===== src/port_pin_override_defines.vh =====
// constants for the port pin override logic
`ifndef PORT_PIN_OVERRIDE_DEFINES_VH
`define PORT_PIN_OVERRIDE_DEFINES_VH

// pins in the port
`define PORT_WIDTH 8
`define PORT_MSB 7

// pin indices within the port
`define PIN_0 0
`define PIN_1 1
`define PIN_2 2
`define PIN_3 3
`define PIN_4 4
`define PIN_5 5
`define PIN_6 6
`define PIN_7 7

// reset values of the port registers and pad controls
`define DIR_RESET 8'h00
`define OUT_RESET 8'h00
`define PAD_CTRL_RESET 8'h00
`define SYNC_RESET 8'h00

// forced-off override level
`define OVR_OFF 1'b0
`define OVR_OFF_BUS 8'h00

// {dir_bit, out_bit, global_pullup_disable} that turns the pull-up on
`define PULLUP_ON_CODE 3'h2

// sleep mode codes that clamp digital inputs
`define SLEEP_CODE_WIDTH 3
`define SLEEP_POWER_DOWN 3'h2
`define SLEEP_POWER_SAVE 3'h3
`define SLEEP_STANDBY 3'h6

`endif


===== src/pin_override_cell.v =====
// one pin's override cell: pull-up, driver, value, toggle and input enable
`timescale 1ns/100ps
`include "port_pin_override_defines.vh"

module pin_override_cell (
  // register-derived pin state
  input wire dir_bit,
  input wire out_bit,
  input wire global_pullup_disable,
  input wire sleep_clamp,
  // overrides from the owning peripheral
  input wire pullup_override_en,
  input wire pullup_override_val,
  input wire dir_override_en,
  input wire dir_override_val,
  input wire outval_override_en,
  input wire outval_override_val,
  input wire toggle_override_en,
  input wire inen_override_en,
  input wire inen_override_val,
  // pad side
  input wire pad_in,
  output wire pullup_en,
  output wire drive_en,
  output wire drive_val,
  output wire toggle_req,
  output wire input_en,
  output wire alt_digital_in
);

  wire normal_pullup;

  // pull-up only for input, out one, pull-ups allowed
  assign normal_pullup = ({dir_bit, out_bit, global_pullup_disable} == `PULLUP_ON_CODE);
  assign pullup_en = pullup_override_en ? pullup_override_val : normal_pullup;

  assign drive_en = dir_override_en ? dir_override_val : dir_bit;
  assign drive_val = outval_override_en ? outval_override_val : out_bit;

  assign toggle_req = toggle_override_en;

  assign input_en = inen_override_en ? inen_override_val : ~sleep_clamp;

  // clamped low when disabled, tapped before the synchroniser
  assign alt_digital_in = input_en & pad_in;

endmodule


===== src/port_pin_override_logic.v =====
// port A pin logic with alternate-function overrides
`timescale 1ns/100ps
`include "port_pin_override_defines.vh"

// How it works
// - Pull-up override enable makes pull-up follow the override value while the driver is disabled.
// - Without override, pull-up is on only for input, out one, not disabled.
// - Under pull-up override, value one turns pull-up on unless the driver is enabled, zero off.
// - Direction override enable makes driver enable follow the override value.
// - Without direction override, driver enable equals the direction bit.
// - Under direction override, value one enables driver, zero disables.
// - Without value override, the driven level is the out bit.
// - Toggle override enable inverts the out bit.
// - Input-enable override makes digital input enable follow its value.
// - Without input override, input enable follows normal or clamping sleep state.
// - Under input override, value one enables input, zero disables.
// - Peripheral digital input tapped before synchroniser; peripheral synchronises it.
// - Analog connection wired straight to the pad, bypassing digital logic.
// - Port A pull-up, direction and value overrides are held at zero.
// - Input override enable is mask AND group0 OR converter disable; value is the AND.
// - Pins 7..0 feed pin-change sources 7..0 and converter channels 7..0.
// - Global pull-up disable turns off all non-overridden pull-ups.
// - Writing one to a pin input bit inverts its out bit.
// - Power-down, power-save and standby clamp digital inputs.
module port_pin_override_logic (
  // clock and reset
  input wire CORE_CLK,
  input wire RST,
  // direction register write and read
  input wire DIR_WR_EN,
  input wire [`PORT_MSB:0] DIR_WR_DATA,
  output reg [`PORT_MSB:0] DIR_BIT,
  // output register write and read
  input wire OUT_WR_EN,
  input wire [`PORT_MSB:0] OUT_WR_DATA,
  output reg [`PORT_MSB:0] OUT_BIT,
  // input register: write toggles, read is synchronised pad gated by input enable
  input wire PIN_IN_WR_EN,
  input wire [`PORT_MSB:0] PIN_IN_WR_DATA,
  output reg [`PORT_MSB:0] PIN_IN_BIT,
  // global control
  input wire GLOBAL_PULLUP_DISABLE,
  input wire [`SLEEP_CODE_WIDTH-1:0] SLEEP_MODE,
  input wire SLEEP_ACTIVE,
  // pin-change and converter controls
  input wire [`PORT_MSB:0] PIN_CHANGE_MASK_BITS,
  input wire PIN_CHANGE_GROUP0_EN,
  input wire [`PORT_MSB:0] CONV_INPUT_DISABLE_BIT,
  // alternate-function taps
  output wire [`PORT_MSB:0] PIN_CHANGE_SRC,
  output wire [`PORT_MSB:0] CONV_CHANNEL_IN,
  // pad side
  input wire [`PORT_MSB:0] PAD_IN,
  input wire [`PORT_MSB:0] PAD_ANALOG,
  output reg [`PORT_MSB:0] PAD_PULLUP_EN,
  output reg [`PORT_MSB:0] PAD_DRIVE_EN,
  output reg [`PORT_MSB:0] PAD_DRIVE_VAL,
  output reg [`PORT_MSB:0] PAD_INPUT_EN
);

  // clamping sleep modes
  function sleep_clamps;
    input active;
    input [`SLEEP_CODE_WIDTH-1:0] mode;
    begin
      case (mode)
        `SLEEP_POWER_DOWN: sleep_clamps = active;
        `SLEEP_POWER_SAVE: sleep_clamps = active;
        `SLEEP_STANDBY: sleep_clamps = active;
        default: sleep_clamps = 1'b0;
      endcase
    end
  endfunction

  wire sleep_clamp;
  wire [`PORT_MSB:0] pc_term;
  wire [`PORT_MSB:0] inen_ovr_en;
  wire [`PORT_MSB:0] inen_ovr_val;
  wire [`PORT_MSB:0] pullup_en;
  wire [`PORT_MSB:0] drive_en;
  wire [`PORT_MSB:0] drive_val;
  wire [`PORT_MSB:0] toggle_req;
  wire [`PORT_MSB:0] input_en;
  wire [`PORT_MSB:0] alt_digital_in;
  reg [`PORT_MSB:0] dir_d;
  reg [`PORT_MSB:0] out_d;
  reg [`PORT_MSB:0] sync1_q;

  assign sleep_clamp = sleep_clamps(SLEEP_ACTIVE, SLEEP_MODE);

  // port A input override terms
  assign pc_term = PIN_CHANGE_MASK_BITS & {`PORT_WIDTH{PIN_CHANGE_GROUP0_EN}};
  assign inen_ovr_en = pc_term | CONV_INPUT_DISABLE_BIT;
  assign inen_ovr_val = pc_term;

  // one cell per pin, unused overrides tied low

  // pin 0: pin-change source 0, converter channel 0
  pin_override_cell u_cell_0 (
    .dir_bit(DIR_BIT[`PIN_0]),
    .out_bit(OUT_BIT[`PIN_0]),
    .global_pullup_disable(GLOBAL_PULLUP_DISABLE),
    .sleep_clamp(sleep_clamp),
    .pullup_override_en(`OVR_OFF),
    .pullup_override_val(`OVR_OFF),
    .dir_override_en(`OVR_OFF),
    .dir_override_val(`OVR_OFF),
    .outval_override_en(`OVR_OFF),
    .outval_override_val(`OVR_OFF),
    .toggle_override_en(`OVR_OFF),
    .inen_override_en(inen_ovr_en[`PIN_0]),
    .inen_override_val(inen_ovr_val[`PIN_0]),
    .pad_in(PAD_IN[`PIN_0]),
    .pullup_en(pullup_en[`PIN_0]),
    .drive_en(drive_en[`PIN_0]),
    .drive_val(drive_val[`PIN_0]),
    .toggle_req(toggle_req[`PIN_0]),
    .input_en(input_en[`PIN_0]),
    .alt_digital_in(alt_digital_in[`PIN_0])
  );

  // pin 1: pin-change source 1, converter channel 1
  pin_override_cell u_cell_1 (
    .dir_bit(DIR_BIT[`PIN_1]),
    .out_bit(OUT_BIT[`PIN_1]),
    .global_pullup_disable(GLOBAL_PULLUP_DISABLE),
    .sleep_clamp(sleep_clamp),
    .pullup_override_en(`OVR_OFF),
    .pullup_override_val(`OVR_OFF),
    .dir_override_en(`OVR_OFF),
    .dir_override_val(`OVR_OFF),
    .outval_override_en(`OVR_OFF),
    .outval_override_val(`OVR_OFF),
    .toggle_override_en(`OVR_OFF),
    .inen_override_en(inen_ovr_en[`PIN_1]),
    .inen_override_val(inen_ovr_val[`PIN_1]),
    .pad_in(PAD_IN[`PIN_1]),
    .pullup_en(pullup_en[`PIN_1]),
    .drive_en(drive_en[`PIN_1]),
    .drive_val(drive_val[`PIN_1]),
    .toggle_req(toggle_req[`PIN_1]),
    .input_en(input_en[`PIN_1]),
    .alt_digital_in(alt_digital_in[`PIN_1])
  );

  // pin 2: pin-change source 2, converter channel 2
  pin_override_cell u_cell_2 (
    .dir_bit(DIR_BIT[`PIN_2]),
    .out_bit(OUT_BIT[`PIN_2]),
    .global_pullup_disable(GLOBAL_PULLUP_DISABLE),
    .sleep_clamp(sleep_clamp),
    .pullup_override_en(`OVR_OFF),
    .pullup_override_val(`OVR_OFF),
    .dir_override_en(`OVR_OFF),
    .dir_override_val(`OVR_OFF),
    .outval_override_en(`OVR_OFF),
    .outval_override_val(`OVR_OFF),
    .toggle_override_en(`OVR_OFF),
    .inen_override_en(inen_ovr_en[`PIN_2]),
    .inen_override_val(inen_ovr_val[`PIN_2]),
    .pad_in(PAD_IN[`PIN_2]),
    .pullup_en(pullup_en[`PIN_2]),
    .drive_en(drive_en[`PIN_2]),
    .drive_val(drive_val[`PIN_2]),
    .toggle_req(toggle_req[`PIN_2]),
    .input_en(input_en[`PIN_2]),
    .alt_digital_in(alt_digital_in[`PIN_2])
  );

  // pin 3: pin-change source 3, converter channel 3
  pin_override_cell u_cell_3 (
    .dir_bit(DIR_BIT[`PIN_3]),
    .out_bit(OUT_BIT[`PIN_3]),
    .global_pullup_disable(GLOBAL_PULLUP_DISABLE),
    .sleep_clamp(sleep_clamp),
    .pullup_override_en(`OVR_OFF),
    .pullup_override_val(`OVR_OFF),
    .dir_override_en(`OVR_OFF),
    .dir_override_val(`OVR_OFF),
    .outval_override_en(`OVR_OFF),
    .outval_override_val(`OVR_OFF),
    .toggle_override_en(`OVR_OFF),
    .inen_override_en(inen_ovr_en[`PIN_3]),
    .inen_override_val(inen_ovr_val[`PIN_3]),
    .pad_in(PAD_IN[`PIN_3]),
    .pullup_en(pullup_en[`PIN_3]),
    .drive_en(drive_en[`PIN_3]),
    .drive_val(drive_val[`PIN_3]),
    .toggle_req(toggle_req[`PIN_3]),
    .input_en(input_en[`PIN_3]),
    .alt_digital_in(alt_digital_in[`PIN_3])
  );

  // pin 4: pin-change source 4, converter channel 4
  pin_override_cell u_cell_4 (
    .dir_bit(DIR_BIT[`PIN_4]),
    .out_bit(OUT_BIT[`PIN_4]),
    .global_pullup_disable(GLOBAL_PULLUP_DISABLE),
    .sleep_clamp(sleep_clamp),
    .pullup_override_en(`OVR_OFF),
    .pullup_override_val(`OVR_OFF),
    .dir_override_en(`OVR_OFF),
    .dir_override_val(`OVR_OFF),
    .outval_override_en(`OVR_OFF),
    .outval_override_val(`OVR_OFF),
    .toggle_override_en(`OVR_OFF),
    .inen_override_en(inen_ovr_en[`PIN_4]),
    .inen_override_val(inen_ovr_val[`PIN_4]),
    .pad_in(PAD_IN[`PIN_4]),
    .pullup_en(pullup_en[`PIN_4]),
    .drive_en(drive_en[`PIN_4]),
    .drive_val(drive_val[`PIN_4]),
    .toggle_req(toggle_req[`PIN_4]),
    .input_en(input_en[`PIN_4]),
    .alt_digital_in(alt_digital_in[`PIN_4])
  );

  // pin 5: pin-change source 5, converter channel 5
  pin_override_cell u_cell_5 (
    .dir_bit(DIR_BIT[`PIN_5]),
    .out_bit(OUT_BIT[`PIN_5]),
    .global_pullup_disable(GLOBAL_PULLUP_DISABLE),
    .sleep_clamp(sleep_clamp),
    .pullup_override_en(`OVR_OFF),
    .pullup_override_val(`OVR_OFF),
    .dir_override_en(`OVR_OFF),
    .dir_override_val(`OVR_OFF),
    .outval_override_en(`OVR_OFF),
    .outval_override_val(`OVR_OFF),
    .toggle_override_en(`OVR_OFF),
    .inen_override_en(inen_ovr_en[`PIN_5]),
    .inen_override_val(inen_ovr_val[`PIN_5]),
    .pad_in(PAD_IN[`PIN_5]),
    .pullup_en(pullup_en[`PIN_5]),
    .drive_en(drive_en[`PIN_5]),
    .drive_val(drive_val[`PIN_5]),
    .toggle_req(toggle_req[`PIN_5]),
    .input_en(input_en[`PIN_5]),
    .alt_digital_in(alt_digital_in[`PIN_5])
  );

  // pin 6: pin-change source 6, converter channel 6
  pin_override_cell u_cell_6 (
    .dir_bit(DIR_BIT[`PIN_6]),
    .out_bit(OUT_BIT[`PIN_6]),
    .global_pullup_disable(GLOBAL_PULLUP_DISABLE),
    .sleep_clamp(sleep_clamp),
    .pullup_override_en(`OVR_OFF),
    .pullup_override_val(`OVR_OFF),
    .dir_override_en(`OVR_OFF),
    .dir_override_val(`OVR_OFF),
    .outval_override_en(`OVR_OFF),
    .outval_override_val(`OVR_OFF),
    .toggle_override_en(`OVR_OFF),
    .inen_override_en(inen_ovr_en[`PIN_6]),
    .inen_override_val(inen_ovr_val[`PIN_6]),
    .pad_in(PAD_IN[`PIN_6]),
    .pullup_en(pullup_en[`PIN_6]),
    .drive_en(drive_en[`PIN_6]),
    .drive_val(drive_val[`PIN_6]),
    .toggle_req(toggle_req[`PIN_6]),
    .input_en(input_en[`PIN_6]),
    .alt_digital_in(alt_digital_in[`PIN_6])
  );

  // pin 7: pin-change source 7, converter channel 7
  pin_override_cell u_cell_7 (
    .dir_bit(DIR_BIT[`PIN_7]),
    .out_bit(OUT_BIT[`PIN_7]),
    .global_pullup_disable(GLOBAL_PULLUP_DISABLE),
    .sleep_clamp(sleep_clamp),
    .pullup_override_en(`OVR_OFF),
    .pullup_override_val(`OVR_OFF),
    .dir_override_en(`OVR_OFF),
    .dir_override_val(`OVR_OFF),
    .outval_override_en(`OVR_OFF),
    .outval_override_val(`OVR_OFF),
    .toggle_override_en(`OVR_OFF),
    .inen_override_en(inen_ovr_en[`PIN_7]),
    .inen_override_val(inen_ovr_val[`PIN_7]),
    .pad_in(PAD_IN[`PIN_7]),
    .pullup_en(pullup_en[`PIN_7]),
    .drive_en(drive_en[`PIN_7]),
    .drive_val(drive_val[`PIN_7]),
    .toggle_req(toggle_req[`PIN_7]),
    .input_en(input_en[`PIN_7]),
    .alt_digital_in(alt_digital_in[`PIN_7])
  );

  // unsynchronised taps, receivers synchronise them
  assign PIN_CHANGE_SRC = alt_digital_in;
  // straight pad connection, no digital stage
  assign CONV_CHANNEL_IN = PAD_ANALOG;

  // register next values
  always @* begin
    dir_d = DIR_WR_EN ? DIR_WR_DATA : DIR_BIT;
    out_d = OUT_WR_EN ? OUT_WR_DATA : OUT_BIT;
    // write-one toggle, any direction
    if (PIN_IN_WR_EN) begin
      out_d = out_d ^ PIN_IN_WR_DATA;
    end
    out_d = out_d ^ toggle_req;
  end

  always @(posedge CORE_CLK or posedge RST) begin
    if (RST) begin
      DIR_BIT <= `DIR_RESET;
      OUT_BIT <= `OUT_RESET;
    end else begin
      DIR_BIT <= dir_d;
      OUT_BIT <= out_d;
    end
  end

  // two-stage synchroniser for the pin read
  always @(posedge CORE_CLK or posedge RST) begin
    if (RST) begin
      sync1_q <= `SYNC_RESET;
      PIN_IN_BIT <= `SYNC_RESET;
    end else begin
      sync1_q <= alt_digital_in;
      PIN_IN_BIT <= sync1_q;
    end
  end

  // registered pad controls, tri-stated under reset
  always @(posedge CORE_CLK or posedge RST) begin
    if (RST) begin
      PAD_PULLUP_EN <= `PAD_CTRL_RESET;
      PAD_DRIVE_EN <= `PAD_CTRL_RESET;
      PAD_DRIVE_VAL <= `PAD_CTRL_RESET;
      PAD_INPUT_EN <= `PAD_CTRL_RESET;
    end else begin
      PAD_PULLUP_EN <= pullup_en & ~drive_en;
      PAD_DRIVE_EN <= drive_en;
      PAD_DRIVE_VAL <= drive_val & drive_en;
      PAD_INPUT_EN <= input_en;
    end
  end

endmodule


===== config.mk =====
export PLATFORM = sky130hd
export DESIGN_NAME = port_pin_override_logic
export DESIGN_NICKNAME = d
export VERILOG_FILES = /design/src/pin_override_cell.v /design/src/port_pin_override_logic.v
export VERILOG_INCLUDE_DIRS = /design/src
export SDC_FILE = /design/constraint.sdc
export NUM_CORES = 1
export LEC_CHECK = 0
export BUFFER_PORTS_ARGS = -buffer_cell sky130_fd_sc_hd__buf_4
export CORE_UTILIZATION = 39
export DETAILED_ROUTE_END_ITERATION = 16
export PLACE_DENSITY = 0.75
export SLEW_MARGIN = 20
export SYNTH_ARGS = -nofsm -noshare
export SYNTH_HDL_FRONTEND = slang
export SYNTH_SLANG_ARGS = --single-unit
export TNS_END_PERCENT = 50

===== constraint.sdc =====
create_clock -name CORE_CLK -period 1.95 [get_ports CORE_CLK]
set_clock_uncertainty 0.05 [all_clocks]
set_input_delay 0.39 -clock CORE_CLK [delete_from_list [all_inputs] [get_ports CORE_CLK]]
set_output_delay 0.39 -clock CORE_CLK [all_outputs]
set_load 0.01 [all_outputs]

==> flow_metrics.py, run 1 <==
metrics = {
    "sta": {
        "fin_crit_sh_pct": 85.9,
        "rsz0062_at_grt": "no",
        "setup_viol": 0,
        "setup_slack_ns": 0.275,
        "tns_ns": 0,
        "finalHoldViolations": 0,
        "min_period_ns": 1.68,
        "tightest_slew_ns": 0.334,
        "slew_headroom_pct": 77.8,
        "max_freq_mhz": 597,
        "slew_viol_final": 0,
    },
    "clocking": {
        "root_buffer": "clkbuf_8",
        "htreeDepth": 3,
        "cts_tree": "done",
        "ctsResizeCount": 0,
        "cts-hold-fix-buffers": 0,
        "clk_pin_slew_ns": 0.06,
        "post-cts-setup-buffer-count": 0,
        "cts_made_buffers": 9,
        "cts_sinks": 64,
        "clk_path_buf_depth": 2,
        "insertion_delay_ns": 0.33,
    },
    "placement": {
        "hpwl_mm": 3.71,
        "port_buffers": 122,
        "place.gp.congestion": 0.694,
        "post-place-ws_ns": 0.274,
    },
    "power_and_ir_drop": {
        "p_per_area_nw_per_um2": 942,
        "seqPwrFrac_pct": 47.8,
        "power_w": 0.00324,
        "leakagePower_nw": 1.72,
        "p_sw_w": 0.000810,
        "power_switching_share_pct": 25.0,
        "p_clk_share_pct": 34.0,
        "internal-power_w": 0.00243,
        "combPwrFrac_pct": 18.1,
        "vdd_drop_max_mv": 0.565,
    },
    "global_routing": {
        "grt_pass1_wl_mm": 7.78,
        "grt_pass1_vias": 1712,
        "grt_max_degree": 65,
        "grt_use_total_pct": 16.3,
        "gr-total-overflow": 0,
        "antenna_found_initial": 0,
    },
    "routing": {
        "drt_iter0_markers": 35,
        "via_per_inst": 4.56,
        "num_vias": 1689,
        "drtPass1Iterations": 4,
        "finalWirelength_mm": 5.02,
        "drcViolationCount": 0,
        "wire_per_inst_um": 13.6,
        "ant_nets": 0,
    },
    "final_layout": {
        "post-route-util_pct": 57.0,
        "drive_above_1_share_pct": 50.5,
        "antennaDiodeCount": 0,
        "area_growth_pct": 38.2,
        "final_nets": 357,
    },
    "synth": {
        "ys_types": 18,
        "syn_area_um2": 2490,
        "syn_nets": 261,
        "ys_seq_area_share_pct": 64.4,
        "yosys_warnings": 0,
        "synth.ff_latch_count": 64,
        "syn_avg_cell_area_um2": 12.8,
        "synthCells": 194,
    },
    "critical_path": {
        "timing.rr.start": "OUT_BIT[0]$_DFF_PP0_",
        "cp-start-kind": "primary input",
        "ff2ff_path_depth": 2,
        "critPathKind": "primary input to output port",
        "reg2reg_to": "OUT_BIT[0]$_DFF_PP0_",
        "r2r_slack_ns": 1.04,
        "crit_start": "SLEEP_ACTIVE",
        "critPathMaxFanout": 16,
        "endpoint": "PIN_CHANGE_SRC[3]",
        "critPathRequiredTime_ns": 1.51,
        "cp_data_arrival_time_ns": 1.24,
        "end_kind": "output port",
    },
    "die": {
        "die_area_um2": 6700,
        "die_h_um": 81.8,
        "ios": 139,
        "initial_core_util_pct": 41.3,
        "core.rowCount": 28,
        "die_w_um": 81.8,
        "core_area_um2": 6030,
    },
    "min_path": {
        "min_path_type": "primary input to async pin",
    },
    "outcome": {
        "status": "completed",
    },
    "flow_run": {
        "drv_cap": 0,
    },
}
==> worst max-delay path, cell delays in order <==
cell and delay, ns:
buf_4 0.11, nand2_1 0.07, a21oi_2 0.03, buf_4 0.17, o21ai_0 0.28, buf_4 0.18
==> registers in the layout (all words and copies together) (netlist names) <==
name           count
DIR_BIT            8
sync1_q            8
PAD_DRIVE_EN       8
PAD_INPUT_EN       8
OUT_BIT            8
PAD_DRIVE_VAL      8
PIN_IN_BIT         8
PAD_PULLUP_EN      8
==> how the worst min path moves through the flow <==
stage                                     from                   endpoint  slack [ns]  depth (start not counted)
after floorplan           sync1_q[0]$_DFF_PP0_    PIN_IN_BIT[0]$_DFF_PP0_        0.28                          0
after global placement    sync1_q[5]$_DFF_PP0_    PIN_IN_BIT[5]$_DFF_PP0_        0.28                          0
after detailed placement  sync1_q[6]$_DFF_PP0_    PIN_IN_BIT[6]$_DFF_PP0_        0.29                          0
after CTS                                  RST    PIN_IN_BIT[6]$_DFF_PP0_        0.09                          3
after global routing                       RST  PAD_INPUT_EN[6]$_DFF_PP0_        0.11                          3
final                                      RST    PIN_IN_BIT[1]$_DFF_PP0_        0.09                          3
==> final cells by class <==
class / count / area (um^2)
inverter: 1 / 7.51
tap: 75 / 93.8
clock buffer: 11 / 141
timing repair buffer: 124 / 943
clock inverter: 5 / 56.3
multi-input combinational: 90 / 593
sequential: 64 / 1600
fill: 505 / 2590
==> through the flow <==
step	cells	hold slack [ns]	instance area [um^2]
floorplan	194	0.281	2490
global placement	354	0.283	3240
detailed placement	354	0.286	3240
CTS	370	0.0910	3440
global route	370	0.107	3440
finish	370	0.0868	3440
==> routing by layer <==
layer / vias up / share of wire (%) / GRT usage, %
li1: 792 / - / -
met1: 786 / 35 / 16.1
met2: 99 / 49 / 28.3
met3: 12 / 13 / 9.00
met4: 0 / 1.8 / 6.14
met5: - / 0 / 0
==> cell families after synthesis <==
logic type                synth area share [%]
DFF                                       64.4
muxes                                     6.84
AOI/OAI and AO/OA                         3.57
xor gates and xnor gates                  2.82
buffers and inverters                     11.7
and+or+nand+nor                           10.6
==> cells in the final DEF, fill, tap and decap left out, drive strengths merged <==
master	instances
a21oi	1
bufinv	1
nand3	8
buf	124
dfrtp	64
xor2	8
mux2i	8
nand2b	8
clkbuf	11
nor3b	8
nand2	17
clkinv	3
clkinvlp	2
and2	8
o21ai	16
mux2	8
==> cell usage after synthesis <==
cell      count  share of area (%)
a21oi_2       1               0.35
and2_1        8                2.0
buf_2         1               0.20
buf_4        33                 10
buf_6         2               0.91
clkbuf_1      2               0.30
clkbuf_2      1               0.20
dfrtp_1      64                 64
inv_1         1               0.15
mux2_2        8                3.6
mux2i_1       8                3.2
nand2_1      17                2.6
nand2b_1      8                2.0
nand3_1       8                1.6
nor3b_1       8                2.4
o21ai_0      12                2.4
o21ai_1       4               0.81
xor2_1        8                2.8
==> power groups by stage <==
stage	registers (W)	logic, W	clock network (W)
floorplan	0.00160	0.000300	0
global route	0.00157	0.000645	0.00121
finish	0.00155	0.000587	0.00110
global placement	0.00157	0.000583	0
CTS	0.00155	0.000597	0.00115
detailed placement	0.00158	0.000594	0
(Power assumes the default switching activity.)
==> inputs of run 2 (changes only) <==
--- a/config.mk
+++ b/config.mk
@@ -7,9 +7,11 @@
 export NUM_CORES = 1
 export LEC_CHECK = 0
 export BUFFER_PORTS_ARGS = -buffer_cell sky130_fd_sc_hd__buf_4
-export CORE_UTILIZATION = 39
+export CORE_ASPECT_RATIO = 0.6
+export CORE_UTILIZATION = 44
 export DETAILED_ROUTE_END_ITERATION = 16
-export PLACE_DENSITY = 0.75
+export MAX_ROUTING_LAYER = met4
+export PLACE_DENSITY = 0.8
 export SLEW_MARGIN = 20
 export SYNTH_ARGS = -nofsm -noshare
 export SYNTH_HDL_FRONTEND = slang
==> constraint.sdc (replaced) <==
create_clock -name CORE_CLK -period 1.82 [get_ports CORE_CLK]
set_clock_uncertainty 0.05 [all_clocks]
set_input_delay 0.364 -clock CORE_CLK [delete_from_list [all_inputs] [get_ports CORE_CLK]]
set_output_delay 0.364 -clock CORE_CLK [all_outputs]
set_load 0.01 [all_outputs]
==> flow_metrics.py, run 2 (synthesis gave the netlist of run 1 again) <==
metrics = {
    "outcome": {
        "status": "completed",
    },
    "routing": {
        "drt_iter0_markers": 28,
        "finalWirelength_mm": 4.90,
        "num_vias": 1685,
        "ant_nets": 0,
        "via_per_inst": 4.68,
        "drtPass1Iterations": 5,
        "drcViolationCount": 0,
        "wire_per_inst_um": 13.6,
    },
    "global_routing": {
        "met2_usage_pct": 28.7,
        "antenna_found_initial": 0,
        "grt_pass1_vias": 1654,
        "gr-total-overflow": 0,
        "grt_pass1_wl_mm": 7.54,
        "grt_max_degree": 65,
        "grt_use_total_pct": 17.7,
        "use_met1_pct": 21.2,
        "grt_use_met3_pct": 5.26,
        "top_usage_layer": "met2",
    },
    "sta": {
        "max_freq_mhz": 616,
        "finalHoldViolations": 0,
        "rsz0062_at_grt": "no",
        "slew_headroom_pct": 78.3,
        "setup_viol": 0,
        "tightest_slew_ns": 0.325,
        "fin_crit_sh_pct": 89.1,
        "min_period_ns": 1.62,
        "slew_viol_final": 0,
        "setup_slack_ns": 0.198,
        "tns_ns": 0,
    },
    "clocking": {
        "clk_pin_slew_ns": 0.07,
        "cts-hold-fix-buffers": 0,
        "cts_made_buffers": 9,
        "cts_tree": "done",
        "htreeDepth": 3,
        "root_buffer": "clkbuf_8",
        "cts_sinks": 64,
        "insertion_delay_ns": 0.31,
        "ctsResizeCount": 0,
        "clk_path_buf_depth": 2,
        "post-cts-setup-buffer-count": 0,
    },
    "die": {
        "core_area_um2": 5260,
        "die_w_um": 99.0,
        "core.rowCount": 20,
        "initial_core_util_pct": 47.3,
        "ios": 139,
        "die_area_um2": 5960,
        "die_h_um": 60.2,
    },
    "critical_path": {
        "ff2ff_path_depth": 2,
        "critPathMaxFanout": 16,
        "critPathRequiredTime_ns": 1.41,
        "cp-start-kind": "primary input",
        "critPathKind": "primary input to output port",
        "end_kind": "output port",
        "cp_data_arrival_time_ns": 1.21,
        "crit_start": "SLEEP_ACTIVE",
        "timing.rr.start": "OUT_BIT[7]$_DFF_PP0_",
    },
    "power_and_ir_drop": {
        "seqPwrFrac_pct": 46.2,
        "p_sw_w": 0.000833,
        "power_switching_share_pct": 23.1,
        "p_clk_share_pct": 36.6,
        "power_w": 0.00360,
        "vdd_drop_max_mv": 0.576,
        "internal-power_w": 0.00277,
        "p_per_area_nw_per_um2": 1040,
        "leakagePower_nw": 1.73,
        "combPwrFrac_pct": 17.3,
    },
    "placement": {
        "postPlaceCellArea_um2": 3230,
        "hpwl_mm": 3.66,
        "place.gp.congestion": 0.745,
        "post-place-ws_ns": 0.182,
        "port_buffers": 122,
    },
    "final_layout": {
        "final_cell_mix": "buf_4 (123), dfrtp_1 (64), nand2_1 (17)",
        "final_nets": 357,
        "drive_above_1_share_pct": 50.3,
        "fillers": 408,
        "area_growth_pct": 38.7,
        "layout_commonest_cell": "buf_4",
        "final_area_um2": 3450,
        "antennaDiodeCount": 0,
        "ff_latch_area_um2": 1600,
        "multi_input_area_um2": 593,
    },
    "flow_run": {
        "drv_cap": 0,
    },
    "min_path": {
        "min_path_type": "primary input to async pin",
    },
}
-- run 2: changes by cell type in the layout (fill, tap and decap cells not counted) --
cell,before,now
clkinvlp_4,2,1
clkinv_4,1,0
clkbuf_8,10,11
clkinv_2,2,1
bufinv_16,1,2
-- run 2: area by class of cell --
type / instances / area share (%)
sequential: 64 / 46.4
clock buffer: 12 / 4.50
timing repair buffer: 124 / 27.4
multi-input combinational: 90 / 17.2
clock inverter: 3 / 1.89
inverter: 1 / 0.218
tap: 66 / 2.39
-- run 2: worst paths after layout --
kind / endpoint / slack (ns)
hold / removal: sync1_q[4]$_DFF_PP0_ / 0.08
max in group asynchronous: PAD_PULLUP_EN[3]$_DFF_PP0_ / 1.38
setup reg to reg: OUT_BIT[7]$_DFF_PP0_ / 0.95
hold reg to reg: PIN_IN_BIT[7]$_DFF_PP0_ / 0.30
min in group CORE_CLK: PAD_INPUT_EN[2]$_DFF_PP0_ / 0.18
setup / recovery: PIN_CHANGE_SRC[5] / 0.20
-- run 2: stage by stage --
stage / std cells / util, % / hold WS [ns]
after global placement: 345 / 61.4 / 0.282
final: 360 / 65.6 / 0.0800
after detailed placement: 345 / 61.4 / 0.286
after global routing: 360 / 65.6 / 0.106
after floorplan: 194 / - / 0.281
after CTS: 360 / 65.6 / 0.0771
-- run 2: critical path, cell delays in order --
cell and delay [ns]:
buf_4 0.11, nand2_1 0.06, a21oi_2 0.03, buf_4 0.18, o21ai_0 0.28, buf_4 0.18
-- run 2: power groups by stage --
stage,sequential [W],combinational [W],clock (W)
after floorplan,0.00171,0.000321,0
after global placement,0.00169,0.000622,0
after detailed placement,0.00169,0.000631,0
after CTS,0.00167,0.000632,0.00137
after global routing,0.00168,0.000673,0.00143
final,0.00166,0.000622,0.00132
-- run 2: metal layers --
| layer | wire (um) | vias up |
|---|---|---|
| met5 | 0 | - |
| met4 | 74 | 0 |
| met3 | 278 | 9 |
| met2 | 2430 | 69 |
| met1 | 2120 | 817 |
| li1 | - | 790 |
